[config.mk]
export PLATFORM = sky130hd
export DESIGN_NAME = dca_arbiter
export DESIGN_NICKNAME = d
export VERILOG_FILES = /design/src/hw/dca_pkg.sv /design/src/hw/dca_arbiter.sv
export VERILOG_INCLUDE_DIRS = /design/src /design/src/hw
export SDC_FILE = /design/constraint.sdc
export NUM_CORES = 1
export LEC_CHECK = 0
export BUFFER_PORTS_ARGS = -buffer_cell sky130_fd_sc_hd__clkbuf_2
export CORE_MARGIN = 2
export CORE_UTILIZATION = 56
export CTS_CLUSTER_SIZE = 8
export DETAILED_ROUTE_END_ITERATION = 10
export HOLD_SLACK_MARGIN = 0.15
export PLACE_DENSITY = 0.83
export SETUP_SLACK_MARGIN = 0.02
export SKIP_CTS_REPAIR_TIMING = 1
export SLEW_MARGIN = 40
export SYNTH_ARGS = -nofsm -noshare
export SYNTH_HDL_FRONTEND = slang
export SYNTH_SLANG_ARGS = --single-unit
[constraint.sdc]
create_clock -name mclk -period 4.9 [get_ports mclk]
set_input_delay 0.49 -clock mclk [delete_from_list [all_inputs] [get_ports mclk]]
set_output_delay 0.49 -clock mclk [all_outputs]
set_load 0.1 [all_outputs]
[src/hw/dca_map.svh]
`ifndef DCA_MAP_SVH
`define DCA_MAP_SVH
// register byte offsets
`define DCA_OFS_CTRL   32'h0000_0000
`define DCA_OFS_MODE   32'h0000_0004
`define DCA_OFS_STAT   32'h0000_0008
// control register fields
`define DCA_CE_LSB     0
`define DCA_ME_LSB     8
`define DCA_FULL_LSB   12
// mode register fields
`define DCA_HOLD_LSB   0
// status register fields
`define DCA_PEND_LSB   0
`define DCA_ACT_LSB    8
`define DCA_BUSREQ_BIT 16
`define DCA_BUSY_BIT   17
// reset values
`define DCA_CTRL_RST   16'h0000
`define DCA_MODE_RST   8'h00
// bus responses
`define DCA_RESP_OK    2'h0
`define DCA_RESP_ERR   2'h2
`endif

[src/hw/dca_pkg.sv]
package dca_pkg;
  // arbitration states, one-hot
  typedef enum logic [3:0] {
    ST_IDLE = 4'h1,
    ST_REQ  = 4'h2,
    ST_XFER = 4'h4,
    ST_DEAD = 4'h8
  } dca_state_type;
  // axi4-lite master to slave
  typedef struct packed {
    logic        awvalid;
    logic [31:0] awaddr;
    logic        wvalid;
    logic [31:0] wdata;
    logic [3:0]  wstrb;
    logic        bready;
    logic        arvalid;
    logic [31:0] araddr;
    logic        rready;
  } dca_axi_req_type;
  // axi4-lite slave to master
  typedef struct packed {
    logic        awready;
    logic        wready;
    logic        bvalid;
    logic [1:0]  bresp;
    logic        arready;
    logic        rvalid;
    logic [31:0] rdata;
    logic [1:0]  rresp;
  } dca_axi_rsp_type;
endpackage : dca_pkg

[src/hw/dca_arbiter.sv]
// Design decisions made here: the AXI4-Lite slave port and the address map.
`timescale 1ns/1ps
`include "dca_map.svh"
// Summary of operation
// - fixed priority 0A highest down to 3B
// - request bus, grant serves highest pending channel
// - same-group requests wait while channel owns bus
// - single units release bus, then re-request
// - burst or block yields after current unit
// - group 0 wins over group 1
// - in unit mode, other group pending starts without releasing
// - group 0 request preempts group 1 burst
// - cycle-steal groups may alternate holding bus
// - external or refresh request releases after unit
// - short address mode ignores nmi
// - full mode needs channel and master enable
// - nmi clears master enable, suspends after unit
// - setting master enable resumes suspended transfer
// - clearing channel enable stops after unit
// - master enable halts and restarts likewise
// - reset initialises everything, standby all but the register bus port
// - sleep does not stop transfers
// - abort with pending request inserts dead cycle
// - burst holds bus until done or preempted
module dca_arbiter
  import dca_pkg::*;
(
  // clock and reset
  input  wire logic            mclk,
  input  wire logic            arst_n,
  // register bus
  input  wire dca_axi_req_type axi_req,
  output dca_axi_rsp_type      axi_rsp,
  // transfer requests per sub-channel 0A..3B
  input  wire logic [7:0]      xfer_req,
  // datapath: current read-write pair finished
  input  wire logic            unit_done,
  // system bus arbitration
  output logic                 bus_req,
  input  wire logic            bus_grant,
  input  wire logic            external_bus_request,
  input  wire logic            refresh_req,
  // system events
  input  wire logic            nmi,
  input  wire logic            standby,
  // channel activity toward datapath
  output logic [7:0]           act_ch,
  output logic                 unit_start,
  output logic                 unit_busy,
  output logic                 dead_cycle
);

  ////////////////////////////////////////////////////////////////
  // helpers

  // lowest set bit wins: index 0 is channel 0A
  function automatic logic [7:0] pick(input logic [7:0] v);
    pick = v & (~v + 8'h01);
  endfunction : pick

  // byte-lane merge for strobed writes
  function automatic logic [31:0] merge(input logic [31:0] o, input logic [31:0] n,
                                        input logic [3:0] s);
    for (int b = 0; b < 4; b++) begin
      merge[8*b +: 8] = s[b] ? n[8*b +: 8] : o[8*b +: 8];
    end
  endfunction : merge

  ////////////////////////////////////////////////////////////////
  // state

  dca_state_type st_r;              // arbitration state
  logic [7:0]    ce_r;              // channel_enable_bit per sub-channel
  logic [3:0]    me_r;              // master_enable_bit per pair
  logic [3:0]    full_r;            // full address mode per pair
  logic [7:0]    hold_r;            // burst/block hold per sub-channel
  logic [7:0]    pend_r;            // internal pending flags
  logic [7:0]    act_r;             // owning channel, one-hot
  logic          start_r;           // unit start pulse
  logic          dead_r;            // dead cycle pulse
  logic [7:0]    en;                // effective enable
  logic [7:0]    pend_all;          // pending or arriving now
  logic [7:0]    higher;            // channels above the owner
  logic [7:0]    grp_other;         // channels of the other group
  logic          yield_ext;         // other bus master wants bus
  logic          keep;              // owner continues its burst
  logic          swap;              // hand over without release
  logic          abort;             // owner halted with request
  logic          wr_go;             // register write strobe
  logic [31:0]   aw_r;              // latched write address
  logic [31:0]   wd_r;              // latched write data
  logic [3:0]    ws_r;              // latched write strobes
  logic          aw_ok_r;           // write address held
  logic          w_ok_r;            // write data held
  logic          bv_r;              // write response valid
  logic [1:0]    br_r;              // write response code
  logic          rv_r;              // read data valid
  logic [31:0]   rd_r;              // read data
  logic [1:0]    rr_r;              // read response code

  ////////////////////////////////////////////////////////////////
  // enables and pending decode

  // effective enable; b side dead in full mode
  always_comb begin
    for (int i = 0; i < 8; i++) begin
      if (full_r[i/2]) begin
        en[i] = ce_r[i] & me_r[i/2] & (i % 2 == 0);
      end else begin
        en[i] = ce_r[i];
      end
    end
  end

  assign pend_all  = (pend_r | xfer_req) & en;
  assign higher    = act_r - 8'h01;
  assign grp_other = (act_r[3:0] != 4'h0) ? 8'hf0 : 8'h0f;
  assign yield_ext = external_bus_request | refresh_req;

  // burst keeps bus unless preempted
  assign keep = |(act_r & hold_r & en & xfer_req) & ~yield_ext
              & ~|(pend_all & higher);
  // unit mode hands over to other group
  assign swap = ~|(act_r & hold_r) & ~yield_ext
              & |(pend_all & grp_other);
  // owner halted while its request was pending
  assign abort = |(act_r & ~en & (pend_r | xfer_req));

  ////////////////////////////////////////////////////////////////
  // pending flags

  // sampled each cycle, cleared on start or disable
  always_ff @(posedge mclk or negedge arst_n) begin
    if (!arst_n) begin
      pend_r <= 8'h00;
    end else if (standby) begin
      pend_r <= 8'h00;
    end else begin
      pend_r <= pend_all & ~(start_r ? act_r : 8'h00);
    end
  end

  ////////////////////////////////////////////////////////////////
  // arbitration state machine, no sleep input so it runs on

  always_ff @(posedge mclk or negedge arst_n) begin
    if (!arst_n) begin
      st_r    <= ST_IDLE;
      act_r   <= 8'h00;
      start_r <= 1'b0;
      dead_r  <= 1'b0;
    end else if (standby) begin
      st_r    <= ST_IDLE;
      act_r   <= 8'h00;
      start_r <= 1'b0;
      dead_r  <= 1'b0;
    end else begin
      start_r <= 1'b0;
      dead_r  <= 1'b0;
      unique case (st_r)
        // no bus: ask when anything is pending
        ST_IDLE: begin
          if (|pend_all) begin
            st_r <= ST_REQ;
          end
        end
        // request held until grant
        ST_REQ: begin
          if (bus_grant) begin
            if (|pend_all) begin
              act_r   <= pick(pend_all);
              start_r <= 1'b1;
              st_r    <= ST_XFER;
            end else begin
              st_r <= ST_IDLE;
            end
          end
        end
        // one read-write pair in flight
        ST_XFER: begin
          if (unit_done) begin
            if (abort) begin
              dead_r <= 1'b1;
              st_r   <= ST_DEAD;
            end else if (keep) begin
              start_r <= 1'b1;
            end else if (swap) begin
              act_r   <= pick(pend_all & grp_other);
              start_r <= 1'b1;
            end else begin
              act_r <= 8'h00;
              st_r  <= ST_IDLE;
            end
          end
        end
        // dead cycle leaves counters untouched
        ST_DEAD: begin
          act_r <= 8'h00;
          st_r  <= ST_IDLE;
        end
      endcase
    end
  end

  assign bus_req    = (st_r == ST_REQ) | (st_r == ST_XFER) | (st_r == ST_DEAD);
  assign unit_busy  = (st_r == ST_XFER);
  assign act_ch     = act_r;
  assign unit_start = start_r;
  assign dead_cycle = dead_r;

  ////////////////////////////////////////////////////////////////
  // control registers

  assign wr_go = aw_ok_r & w_ok_r & ~bv_r;

  // software writes; nmi clears master enable of full pairs
  always_ff @(posedge mclk or negedge arst_n) begin
    if (!arst_n) begin
      {full_r, me_r, ce_r} <= `DCA_CTRL_RST;
      hold_r               <= `DCA_MODE_RST;
    end else if (standby) begin
      {full_r, me_r, ce_r} <= `DCA_CTRL_RST;
      hold_r               <= `DCA_MODE_RST;
    end else begin
      if (wr_go && aw_r == `DCA_OFS_CTRL) begin
        {full_r, me_r, ce_r} <= 16'(merge({16'h0000, full_r, me_r, ce_r}, wd_r, ws_r));
      end
      if (wr_go && aw_r == `DCA_OFS_MODE) begin
        hold_r <= 8'(merge({24'h0000_00, hold_r}, wd_r, ws_r));
      end
      if (nmi) begin
        me_r <= me_r & ~full_r;
      end
    end
  end

  ////////////////////////////////////////////////////////////////
  // axi4-lite write channel

  always_ff @(posedge mclk or negedge arst_n) begin
    if (!arst_n) begin
      aw_ok_r <= 1'b0;
      w_ok_r  <= 1'b0;
      bv_r    <= 1'b0;
      br_r    <= `DCA_RESP_OK;
      aw_r    <= 32'h0000_0000;
      wd_r    <= 32'h0000_0000;
      ws_r    <= 4'h0;
    end else begin
      // address and data taken in either order
      if (axi_req.awvalid && axi_rsp.awready) begin
        aw_ok_r <= 1'b1;
        aw_r    <= axi_req.awaddr;
      end
      if (axi_req.wvalid && axi_rsp.wready) begin
        w_ok_r <= 1'b1;
        wd_r   <= axi_req.wdata;
        ws_r   <= axi_req.wstrb;
      end
      // both held: commit and answer
      if (wr_go) begin
        aw_ok_r <= 1'b0;
        w_ok_r  <= 1'b0;
        bv_r    <= 1'b1;
        br_r    <= (aw_r == `DCA_OFS_CTRL || aw_r == `DCA_OFS_MODE)
                   ? `DCA_RESP_OK : `DCA_RESP_ERR;
      end else if (bv_r && axi_req.bready) begin
        bv_r <= 1'b0;
      end
    end
  end

  ////////////////////////////////////////////////////////////////
  // axi4-lite read channel

  always_ff @(posedge mclk or negedge arst_n) begin
    if (!arst_n) begin
      rv_r <= 1'b0;
      rd_r <= 32'h0000_0000;
      rr_r <= `DCA_RESP_OK;
    end else if (axi_req.arvalid && axi_rsp.arready) begin
      rv_r <= 1'b1;
      rr_r <= `DCA_RESP_OK;
      rd_r <= 32'h0000_0000;
      if (axi_req.araddr[31:8] != 24'h00_0000) begin
        rr_r <= `DCA_RESP_ERR; // unmapped
      end else begin
        unique case (axi_req.araddr)
          `DCA_OFS_CTRL: rd_r <= {16'h0000, full_r, me_r, ce_r};
          `DCA_OFS_MODE: rd_r <= {24'h0000_00, hold_r};
          `DCA_OFS_STAT: rd_r <= {14'h0000, unit_busy, bus_req, act_r, pend_r};
          default:       rr_r <= `DCA_RESP_ERR; // unmapped
        endcase
      end
    end else if (rv_r && axi_req.rready) begin
      rv_r <= 1'b0;
    end
  end

  // ready signals and responses
  always_comb begin
    axi_rsp         = '0;
    axi_rsp.awready = ~aw_ok_r & ~bv_r;
    axi_rsp.wready  = ~w_ok_r & ~bv_r;
    axi_rsp.bvalid  = bv_r;
    axi_rsp.bresp   = br_r;
    axi_rsp.arready = ~rv_r;
    axi_rsp.rvalid  = rv_r;
    axi_rsp.rdata   = rd_r;
    axi_rsp.rresp   = rr_r;
  end
endmodule : dca_arbiter

======== Word level (Yosys, flattened, before mapping) ========
Cells that the tools add are included.
word-level totals
  input bits .............................. 121
  register bits ........................... 136
  output and inout port bits .............. 53
  word-level logic and storage cells ...... 177
cells by class
  eq/ne operators ......................... 15
  multiplexer cells ....................... 64
  reductions and logical operators ........ 38
  bitwise operators ....................... 38
  add/sub/neg operators ................... 3
operators with widths
  operator               count
  $mux W8                16
  $and A8 B8 Y8          11
  $eq A32 B3 Y1 const B  2
  $logic_not A32 Y1      2
  $pmux W18 S3           1
  $mux W4                12
  $reduce_or A8 Y1       6
  $eq A32 B4 Y1 const B  1
  $not A8 Y8             4
  $mux W1                27
  $pmux W8 S3            1
  $reduce_bool A24 Y1    1
  $mux W18               1
  $ne A3 B3 Y1 const B   6
  $add A8 B1 Y8 const B  2
  $pmux W4 S4            1
  $reduce_bool A2 Y1     8
  $and A1 B1 Y1          12
  $ne A4 B3 Y1 const B   2
  $or A8 B8 Y8           1
  $reduce_and A2 Y1      4
  $reduce_bool A4 Y1     2
  $sub A8 B1 Y8 const B  1
  $logic_and A1 B1 Y1    7
  17 further kinds       27

======== Depth between registers and ports, before layout ========
Gate-level depths: netlist (run 1).
  word-level depth ........................ 13
  gate-level depth with buffers ........... 9
  mapped depth without buffers ............ 9

======== Worst setup path before layout (run 1) ========
OpenSTA, ideal clock, no wires.
  path type ............................... register to register
  from .................................... register bv_r
  to ...................................... register wd_r[10]
  library setup time ...................... 0.125 ns
  buffers on the path ..................... 2
  period minus slack after synthesis ...... 3.118 ns
  stages on the path, launching flop included .. 6
  data required time ...................... 4.775 ns
  arrival time ............................ 2.993 ns
  slack ................................... 1.782 ns
  cells stage by stage .................... dfrtp_1 -> nor2_1 -> and2_1 -> clkbuf_1 -> clkbuf_1 -> mux2_2
RTL lines
  what                      line                text
  start: declaration        dca_arbiter.sv:95   logic bv_r;
  start signal: assignment  dca_arbiter.sv:244  bv_r <= 1'b0;
  start signal: assignment  dca_arbiter.sv:264  bv_r <= 1'b1;
  start signal: assignment  dca_arbiter.sv:268  bv_r <= 1'b0;
  end signal: assignment    dca_arbiter.sv:257  wd_r <= axi_req.wdata;
  end: declaration          dca_arbiter.sv:91   logic [31:0] wd_r;

======== Worst setup path after layout (run 1) ========
  from .................................... register act_r[0], in the netlist act_ch[0]
  to ...................................... register act_r[4], in the netlist act_ch[4]
between the ends
  cells in the longest elaborated chain, start to end .. 12
  elaborated cells between the ends (all ways) .. 33
  classes of those cells .................. 2 x add/sub; 2 x eq/ne; 7 x mux; 13 x bitwise; 9 x reduce/logical
ends and longest elaborated chain
  what                      line                                    text
  start: declaration        dca_arbiter.sv:78                       logic [7:0] act_r;
  start signal: assignment  dca_arbiter.sv:171                      act_r <= pick(pend_all);
  start signal: assignment  dca_arbiter.sv:188                      act_r <= pick(pend_all & grp_other);
  $reduce_bool A4 Y1        dca_arbiter.sv:117                      assign grp_other = (act_r[3:0] != 4'h0) ? 8'hf0 : 8'h0f;
  $mux W8                   dca_arbiter.sv:117
  $and A8 B8 Y8             dca_arbiter.sv:125, dca_arbiter.sv:188
  $not A8 Y8                dca_arbiter.sv:58                       pick = v & (~v + 8'h01);
  $add A8 B1 Y8             dca_arbiter.sv:58
  $and A8 B8 Y8             dca_arbiter.sv:58
  $mux W8                   dca_arbiter.sv:187                      end else if (swap) begin
  $mux W8                   dca_arbiter.sv:185                      end else if (keep) begin
  $mux W8                   dca_arbiter.sv:182                      if (abort) begin
  $mux W8                   dca_arbiter.sv:181                      if (unit_done) begin
  $pmux W8 S3               dca_arbiter.sv:160                      unique case (st_r)
  $mux W8                   dca_arbiter.sv:152                      end else if (standby) begin
Several ways; a longest one is shown, not always the timed one. The select of a mux whose other input is x is not followed.
A chain may end at the register's enable or synchronous reset.

==> reports/metrics.cfg, run 1 <==
[power]
comb_power_share_pct = 20.8
seq_power_share_pct = 42.8
p_per_area_nw_per_um2 = 457
p_sw_mw = 1.07
leakagePower_nw = 3.40
p_clk_share_pct = 36.4
p_total_mw = 3.29
intPower_mw = 2.22
switching_share_pct = 32.5
peakVddDrop_v = 0.000338

[placed_design]
dp_hpwl_um = 11100
dpl_cell_area_um2 = 6620
io_buffers = 139
place_inst = 776
routabilityCongestion = 0.927

[setup_path]
crit_path_cell_trace = inv_1, ha_1, nor3b_2, xnor2_1, o22ai_1, a211o_1, o311ai_2, nand2_2, mux2_1
r2r-start = act_ch[0]
endpoint_kind = flop
critical_path_buf_inv_count = 1
ff2ff_setup_slack_ps = 1990
critPathTopFamily = compound AO/OA/AOI/OAI gates
max_stage_delay_ps = 510
reg2reg_depth = 9
cp-start-kind = flop
slowest_stage = dfrtp_1
criticalPathCategory = flop to flop
critical_path.max_fanout = 9
crit_required_ps = 5300
regToRegEndpoint = act_ch[4]
cp_data_arrival_time_ps = 3310

[sta]
relSlewSlack_pct = 43.8
fin_crit_ps = 2910
drv_slew = 0
hold_viol = 0
setup_viol = 0
rsz0062_at_grt = false
finalCritPeriodShare_pct = 59.4
fin_skew_ps = 9.01
max_freq_mhz = 344
worst_pin_slew_ps = 839
setup-tns-final_ps = 0
holdWs_ps = 153

[cells_and_area]
seq_area_um2 = 3000
drive_gt1_share_pct = 36.6
diodes = 0
fill_cells = 767
stdcell_area_um2 = 7200
nets = 782
final_cell_count_no_fill = 809
multi_input_area_um2 = 2650
syn_to_final_growth_pct = 22.3

[floorplanning]
pin_count = 174
die_w_um = 107
initial_utilization_pct = 57.3
die-area_um2 = 11300
row_count = 37
core_region_area_um2 = 10300
die_h_um = 107

[route]
drc_errors = 0
drt_pass1_iterations = 6
num_vias = 4836
routedWlPerCell_um = 19.0
drt_iter0_drc = 423
vias_per_cell = 5.98
wl_um = 15400
ant_nets = 0

[global_routing]
grt_usage_pct = 28.0
antenna_found_initial = 0
overflow = 0
grt_max_degree = 66
grt_pass1_vias = 4796
grt_pass1_wl_um = 24300

[cts]
clk_pin_slew_ps = 60
clkLatencyLatePin_ps = 520
cts_tree = built
cts_buffers = 17
cts_sinks = 120
clockBufferDepth = 2
root_buffer = clkbuf_8
htree_num_levels = 4

[yosys]
avgSynthCellArea_um2 = 11.3
synthArstFlopShare_pct = 100
syn_inst = 522
ys_ff_latch = 120
synthFlopType = dfrtp_1
yosysSeqAreaShare_pct = 51.0
yosys_warnings = 0
syn-cell-area_um2 = 5890
synth_edf_count = 0
yosys.cell_types.count = 71

[job]
drv_cap = 0

[worst_hold_path]
worstHoldPathCells = 2
worst_hold_path_type = input pin to flop
worstHoldStart = axi_req[0]
min_to = rv_r

[outcome]
outcome = completed

## state kept, by name (all words and copies together), names as in the netlist
register and count:
act_ch 8, full_r 4, aw_ok_r 1, st_r 4, bv_r 1, hold_r 8, rd_r 18, aw_r 32
ce_r 8, rv_r 1, ws_r 2, br_r 1, dead_cycle 1, wd_r 16, w_ok_r 1, rr_r 1
me_r 4, unit_start 1, pend_r 8
## layout by cell type (no fill, tap or decap), types with 5 or more instances in the layout
cell	n
clkbuf_2	138
dfrtp_1	119
mux2_2	49
a22o_1	40
nand2_1	35
o21ai_0	19
nor2_1	19
inv_1	16
nor4_1	16
conb_1	16
clkbuf_16	16
mux2i_1	14
nand2b_1	12
nand4_1	12
a21oi_1	9
a211oi_1	8
nand3_1	8
nor3_1	8
nor2b_1	7
inv_6	7
and3_1	6
xnor2_1	6
o211ai_1	5
a22oi_1	5
a31oi_1	5
nand3b_1	5
buf_4	5
## routing by layer
| metal | vias up | part of all wire, % | wire [µm] | GRT usage [%] |
|---|---|---|---|---|
| met3 | 17 | 8.4 | 1290 | 7.30 |
| met1 | 2372 | 39 | 6040 | 34.2 |
| met5 | - | 0 | 0 | 0 |
| met4 | 0 | 1.2 | 184 | 8.91 |
| met2 | 232 | 51 | 7880 | 48.7 |
| li1 | 2215 | - | - | - |
## cell type report
cell class                 instances  area share [%]
clock buffer                      17            5.75
timing repair buffer             145            10.4
sequential                       120            41.7
tap                              136            2.36
clock inverter                    15            2.14
inverter                          16           0.834
multi-input combinational        360            36.8
## cells in the mapped netlist (5+ instances only)
library cell,count,area (µm²)
mux2_2,49,552
nor4_1,16,100
nand2b_1,12,75.1
buf_4,18,135
inv_1,16,60.1
nand4_1,12,75.1
a22o_1,40,350
nor3_1,8,40.0
nand2_1,35,131
a211oi_1,8,60.1
clkbuf_1,17,63.8
mux2i_1,14,140
xnor2_1,6,52.6
and3_1,6,37.5
o21ai_0,19,95.1
nand3b_1,5,37.5
nand3_1,8,40.0
dfrtp_1,119,2980
nor2_1,19,71.3
o211ai_1,5,37.5
a31oi_1,5,31.3
a21oi_1,9,45.0
a22oi_1,5,37.5
nor2b_1,8,50.1
## cell families (layout without fill, tap and decap cells)
family | count (synthesis) | in the layout | share of synthesized area [%]
muxes | 64 | 64 | 11.9
other | 1 | 16 | 0.0637
buffers and inverters | 57 | 193 | 4.97
xor gates and xnor gates | 6 | 6 | 0.893
AOI/OAI and AO/OA | 121 | 121 | 15.9
and+or+nand+nor | 152 | 152 | 15.0
adders and majority gates | 1 | 1 | 0.213
DFF | 120 | 120 | 51.0
## how the worst max path moves through the flow
stage          startpoint        end  slack (ps)  cells after the start
6_report        act_ch[0]  act_ch[4]        1990                      9
5_1_grt         act_ch[0]  act_ch[4]        1800                      9
4_1_cts         act_ch[0]  act_ch[4]        2040                      9
3_5_place_dp    act_ch[0]  act_ch[4]        2050                      9
3_3_place_gp    act_ch[0]  act_ch[4]        2110                      9
2_1_floorplan        bv_r   wd_r[10]        1780                      5
## metrics by stage
step                setup WS [ps]  utilization, %
floorplan                    1780               -
global placement             2110            64.4
detailed placement           2050            64.4
CTS                          2040            69.9
global route                 1800            70.1
finish                       1990            70.1
## worst register-to-register path: stages (launching register included)
cell and delay (ps):
dfrtp_1 510, inv_1 170, ha_1 210, nor3b_2 350, xnor2_1 160, o22ai_1 100, a211o_1 290, o311ai_2 380
nand2_2 250, mux2_1 370
## power groups by stage
stage	logic, mW	registers (mW)	clock network, mW
after floorplan	0.565	1.36	0
after global placement	0.653	1.40	0
after detailed placement	0.681	1.42	0
after CTS	0.688	1.41	1.21
after global routing	0.734	1.44	1.26
final	0.683	1.41	1.20
Note: power is estimated with default switching activity, not from simulation.
==> run 2, diff against run 1 <==
--- a/config.mk
+++ b/config.mk
@@ -8,11 +8,11 @@
 export LEC_CHECK = 0
 export BUFFER_PORTS_ARGS = -buffer_cell sky130_fd_sc_hd__clkbuf_2
 export CORE_MARGIN = 2
-export CORE_UTILIZATION = 56
+export CORE_UTILIZATION = 52
 export CTS_CLUSTER_SIZE = 8
 export DETAILED_ROUTE_END_ITERATION = 10
 export HOLD_SLACK_MARGIN = 0.15
-export PLACE_DENSITY = 0.83
+export PLACE_DENSITY = 0.77
 export SETUP_SLACK_MARGIN = 0.02
 export SKIP_CTS_REPAIR_TIMING = 1
 export SLEW_MARGIN = 40
==> constraint.sdc (replaced) <==
create_clock -name mclk -period 2.7 [get_ports mclk]
set_input_delay 0.27 -clock mclk [delete_from_list [all_inputs] [get_ports mclk]]
set_output_delay 0.27 -clock mclk [all_outputs]
set_load 0.1 [all_outputs]
==> run 2 against run 1 <==
  * Sequential share of layout area is 3.9 points lower
  * Fmax is 16% higher
  * Combinational power is 95% higher
  * Sequential power is 82% higher
  * Sequential cell count stayed put
  * Global-route usage is 2.7 points lower
  * Wire length is 5.8% higher
  * Register-to-register slack worse by 1800 ps
  * Design area is 11% higher
==> reports/metrics.cfg, run 2 (synthesis gave the netlist of run 1 again) <==
[route]
wl_um = 16300
drt_pass1_iterations = 5
routedWlPerCell_um = 18.4
vias_per_cell = 5.82
drc_errors = 0
drt_iter0_drc = 339
ant_nets = 0
num_vias = 5155

[setup_path]
slowest_stage = dfrtp_4
cp_data_arrival_time_ps = 2800
criticalPathCategory = flop to flop
crit_required_ps = 3000
critical_path.max_fanout = 5
max_stage_delay_ps = 470
regToRegEndpoint = act_ch[4]
r2r-start = act_ch[0]
crit_start = act_ch[0]
cp-start-kind = flop
crit_path_end = act_ch[4]
endpoint_kind = flop
crit_path_cell_trace = inv_1, ha_1, nor3b_4, xnor2_1, o22ai_1, a211o_1, o311ai_2, nand2_2, mux2_1
reg2reg_depth = 9
ff2ff_setup_slack_ps = 200

[cts]
htree_num_levels = 4
clk_pin_slew_ps = 60
cts_tree = built
root_buffer = clkbuf_16
clockBufferDepth = 2
clkLatencyLatePin_ps = 420
cts_buffers = 17
cts_sinks = 120

[floorplanning]
pin_count = 174
core_region_area_um2 = 10900
die_w_um = 110
row_count = 38
die_h_um = 110
die-area_um2 = 12200
initial_utilization_pct = 53.8

[sta]
holdWs_ps = 244
rsz0062_at_grt = true
finalCritPeriodShare_pct = 92.6
drv_slew = 0
setup_viol = 0
setup_ws_ps = 201
fin_skew_ps = 8.68
fin_crit_ps = 2500
setup-tns-final_ps = 0
worst_pin_slew_ps = 772
hold_viol = 0
relSlewSlack_pct = 48.3
max_freq_mhz = 400

[power]
peakVddDrop_v = 0.000597
leakagePower_nw = 3.73
p_per_area_nw_per_um2 = 782
p_total_mw = 6.24

[global_routing]
globalRouteMet2Util_pct = 42.7
grt_use_met3_pct = 6.81
busiest_layer = met2
grtUsageMet1_pct = 31.7
grt_pass1_wl_um = 24900
grt_usage_pct = 25.3
overflow = 0
antenna_found_initial = 0
grt_max_degree = 61
grt_pass1_vias = 4959

[placed_design]
io_buffers = 139
routabilityCongestion = 0.911
pre_cts_ws_ps = 96.6
dp_hpwl_um = 11200
dpl_cell_area_um2 = 6780

[cells_and_area]
stdcell_area_um2 = 7980
drive_gt1_share_pct = 37.4
regMostFlops = aw_r
largest_reg_flops = 32
nets = 855
layout_common_cells = clkbuf_2, dfrtp_1, dlygate4sd3_1
syn_to_final_growth_pct = 35.6
reg_top3 = aw_r: 32 flops, rd_r: 18 flops, wd_r: 16 flops
layout_commonest_cell = clkbuf_2
diodes = 0

[job]
drv_cap = 0

[worst_hold_path]
worst_hold_path_type = input pin to flop

[outcome]
outcome = completed

## run 2: report_power, final
part	internal, mW	leakage (nW)	total [mW]	switching, mW
Clock	1.40	0.298	2.34	0.937
Combinational	0.597	1.91	1.33	0.738
Sequential	2.24	1.53	2.57	0.329
## run 2: worst min path at each step
stage	depth (start not counted)	slack, ps	startpoint	endpoint
global placement	1	390	arst_n	rd_r[8]
floorplan	0	-30	arst_n	act_ch[1]
detailed placement	1	390	arst_n	rd_r[8]
finish	4	240	bus_grant	st_r[1]
CTS	1	-40	arst_n	rd_r[8]
global route	3	270	axi_req[104]	aw_ok_r
## run 2: critical path, delay by kind of cell (launching register included)
kind	cells	cell delay (ps)
AO/OA/AOI/OAI	3	720
multiplexers	1	340
XOR/XNOR	1	140
buffers and inverters	1	110
adder cells (fa/ha/maj)	1	230
AND/OR/NAND/NOR	2	400
flip-flops	1	470
## run 2: through the flow
stage | utilization, % | cells
after floorplan | - | 537
after global placement | 62.0 | 798
final | 73.0 | 886
after detailed placement | 62.0 | 798
after global routing | 73.0 | 886
after CTS | 67.6 | 830
## run 2: area by class of cell
type                    instances  area [µm²]
flip-flops and latches        120        3020
fillers                       786        2950
multi-input cells             360        2690
repair buffers                218        1430
clock buffers                  17         425
clock inverters                15         181
well taps                     140         175
inverters                      16        63.8
## run 2: routing by layer
metal | wire, µm | vias up
met3 | 1160 | 31
met4 | 312 | 0
li1 | - | 2350
met5 | 0 | -
met2 | 8400 | 253
met1 | 6420 | 2521
==> run 3, diff against run 2 <==
--- a/config.mk
+++ b/config.mk
@@ -7,7 +7,6 @@
 export NUM_CORES = 1
 export LEC_CHECK = 0
 export BUFFER_PORTS_ARGS = -buffer_cell sky130_fd_sc_hd__clkbuf_2
-export CORE_MARGIN = 2
 export CORE_UTILIZATION = 52
 export CTS_CLUSTER_SIZE = 8
 export DETAILED_ROUTE_END_ITERATION = 10
==> run 3 against run 2 <==
  * Clock-buffer cell count rose by 3
  * Clock skew fell by 0.56 ps
  * Sequential cell count did not move
  * Clock power rose by 3%
  * Wire length fell by 0.80%
  * Global-route usage rose by 1.8 points
  * Utilization fell by 0.13 points
  * Sequential power barely moved
  * Largest cell class unchanged
  * Design area fell by 0.17%
==> reports/metrics.cfg, run 3 (synthesis gave the netlist of run 1 again) <==
[sta]
fin_skew_ps = 8.12
finalCritPeriodShare_pct = 94.5
fin_crit_ps = 2550
drv_slew = 0
setup-tns-final_ps = 0
relSlewSlack_pct = 46.5
max_freq_mhz = 392
setup_ws_ps = 148
hold_viol = 0
worst_pin_slew_ps = 799
setup_viol = 0

[setup_path]
criticalPathCategory = flop to flop
crit_required_ps = 2990
cp-start-kind = flop
critical_path.max_fanout = 6
cp_data_arrival_time_ps = 2850
reg2reg_depth = 9
regToRegEndpoint = act_ch[4]
ff2ff_setup_slack_ps = 150
endpoint_kind = flop
r2r-start = act_ch[0]

[global_routing]
overflow = 0
busiest_layer = met2
grt_pass1_wl_um = 23900
grt_usage_pct = 27.1
grt_max_degree = 51
antenna_found_initial = 0
grtUsageMet1_pct = 33.0
grt_use_met3_pct = 7.59
globalRouteMet2Util_pct = 45.8
grt_pass1_vias = 4799

[power]
p_clk_share_pct = 38.2
comb_power_share_pct = 21.0
leakagePower_nw = 3.72
p_sw_mw = 1.90
intPower_mw = 4.43
p_total_mw = 6.33
seq_power_share_pct = 40.8
p_per_area_nw_per_um2 = 794
peakVddDrop_v = 0.000799
switching_share_pct = 30.1

[cts]
cts_buffers = 17
clockBufferDepth = 2
cts_tree = built
cts_sinks = 120
root_buffer = clkbuf_16
htree_num_levels = 4
clk_pin_slew_ps = 60
clkLatencyLatePin_ps = 420

[route]
vias_per_cell = 5.76
routedWlPerCell_um = 18.3
wl_um = 16200
drc_errors = 0
drt_pass1_iterations = 5
ant_nets = 0
num_vias = 5079
drt_iter0_drc = 314

[cells_and_area]
reg_top3 = aw_r: 32 flops, rd_r: 18 flops, wd_r: 16 flops
diodes = 0
multi_input_area_um2 = 2670
seq_area_um2 = 3020
regMostFlops = aw_r
nets = 851
drive_gt1_share_pct = 36.5
largest_reg_flops = 32
syn_to_final_growth_pct = 35.4
layout_common_cells = clkbuf_2, dfrtp_1, dlygate4sd3_1
fill_cells = 779
layout_commonest_cell = clkbuf_2
stdcell_area_um2 = 7970

[floorplanning]
row_count = 38
die_w_um = 108
die-area_um2 = 11800
pin_count = 174
die_h_um = 108
initial_utilization_pct = 53.8
core_region_area_um2 = 10900

[outcome]
outcome = completed

[worst_hold_path]
worstHoldPathCells = 4
worstHoldStart = bus_grant
min_to = st_r[1]
worst_hold_path_type = input pin to flop

[placed_design]
dp_hpwl_um = 11100
dpl_cell_area_um2 = 6770
io_buffers = 139
pre_cts_ws_ps = 136
routabilityCongestion = 0.913

[job]
drv_cap = 0

-- run 3: worst max-delay path by stage --
stage | start | to | slack (ps) | cells past startpoint
2_1_floorplan | act_ch[3] | act_ch[4] | 20 | 8
4_1_cts | act_ch[0] | act_ch[4] | 110 | 9
3_5_place_dp | act_ch[0] | act_ch[4] | 140 | 9
3_3_place_gp | act_ch[0] | act_ch[4] | 180 | 9
5_1_grt | aw_r[7] | me_r[0] | -50 | 7
6_report | act_ch[0] | act_ch[4] | 150 | 9
-- run 3: through the flow --
stage               util (%)  hold slack, ps  instances
floorplan                  -           -25.6        537
global placement        61.9             311        794
detailed placement      61.9             320        794
CTS                     67.6            -119        826
global route            72.9             246        882
finish                  72.9             201        882
-- run 3: power by group through the flow --
stage,registers (mW),logic (mW),clock network [mW]
3_3_place_gp,2.54,1.19,0
2_1_floorplan,2.47,1.03,0
3_5_place_dp,2.59,1.24,0
5_1_grt,2.63,1.43,2.51
4_1_cts,2.56,1.26,2.43
6_report,2.58,1.33,2.42
-- run 3: layout make-up --
type / count / share of cell area, %
clock inverter: 12 / 2.17
clock buffer: 20 / 5.73
tap: 140 / 2.20
sequential: 120 / 37.9
multi-input combinational: 360 / 33.5
timing repair buffer: 214 / 17.7
inverter: 16 / 0.801
-- run 3: critical path, cell delays in order (launching register included) --
cell,delay (ps)
dfrtp_4,460
inv_1,100
ha_1,210
or3b_1,400
nor2_1,140
xnor2_1,160
o22ai_2,130
o311ai_2,300
nand2_2,190
mux2_1,340
-- run 3: layer usage --
layer  part of all wire, %  vias to the layer above
met5                     0                        -
met4                   1.9                        0
met3                   6.4                       32
met2                    52                      222
met1                    40                     2482
li1                      -                     2343
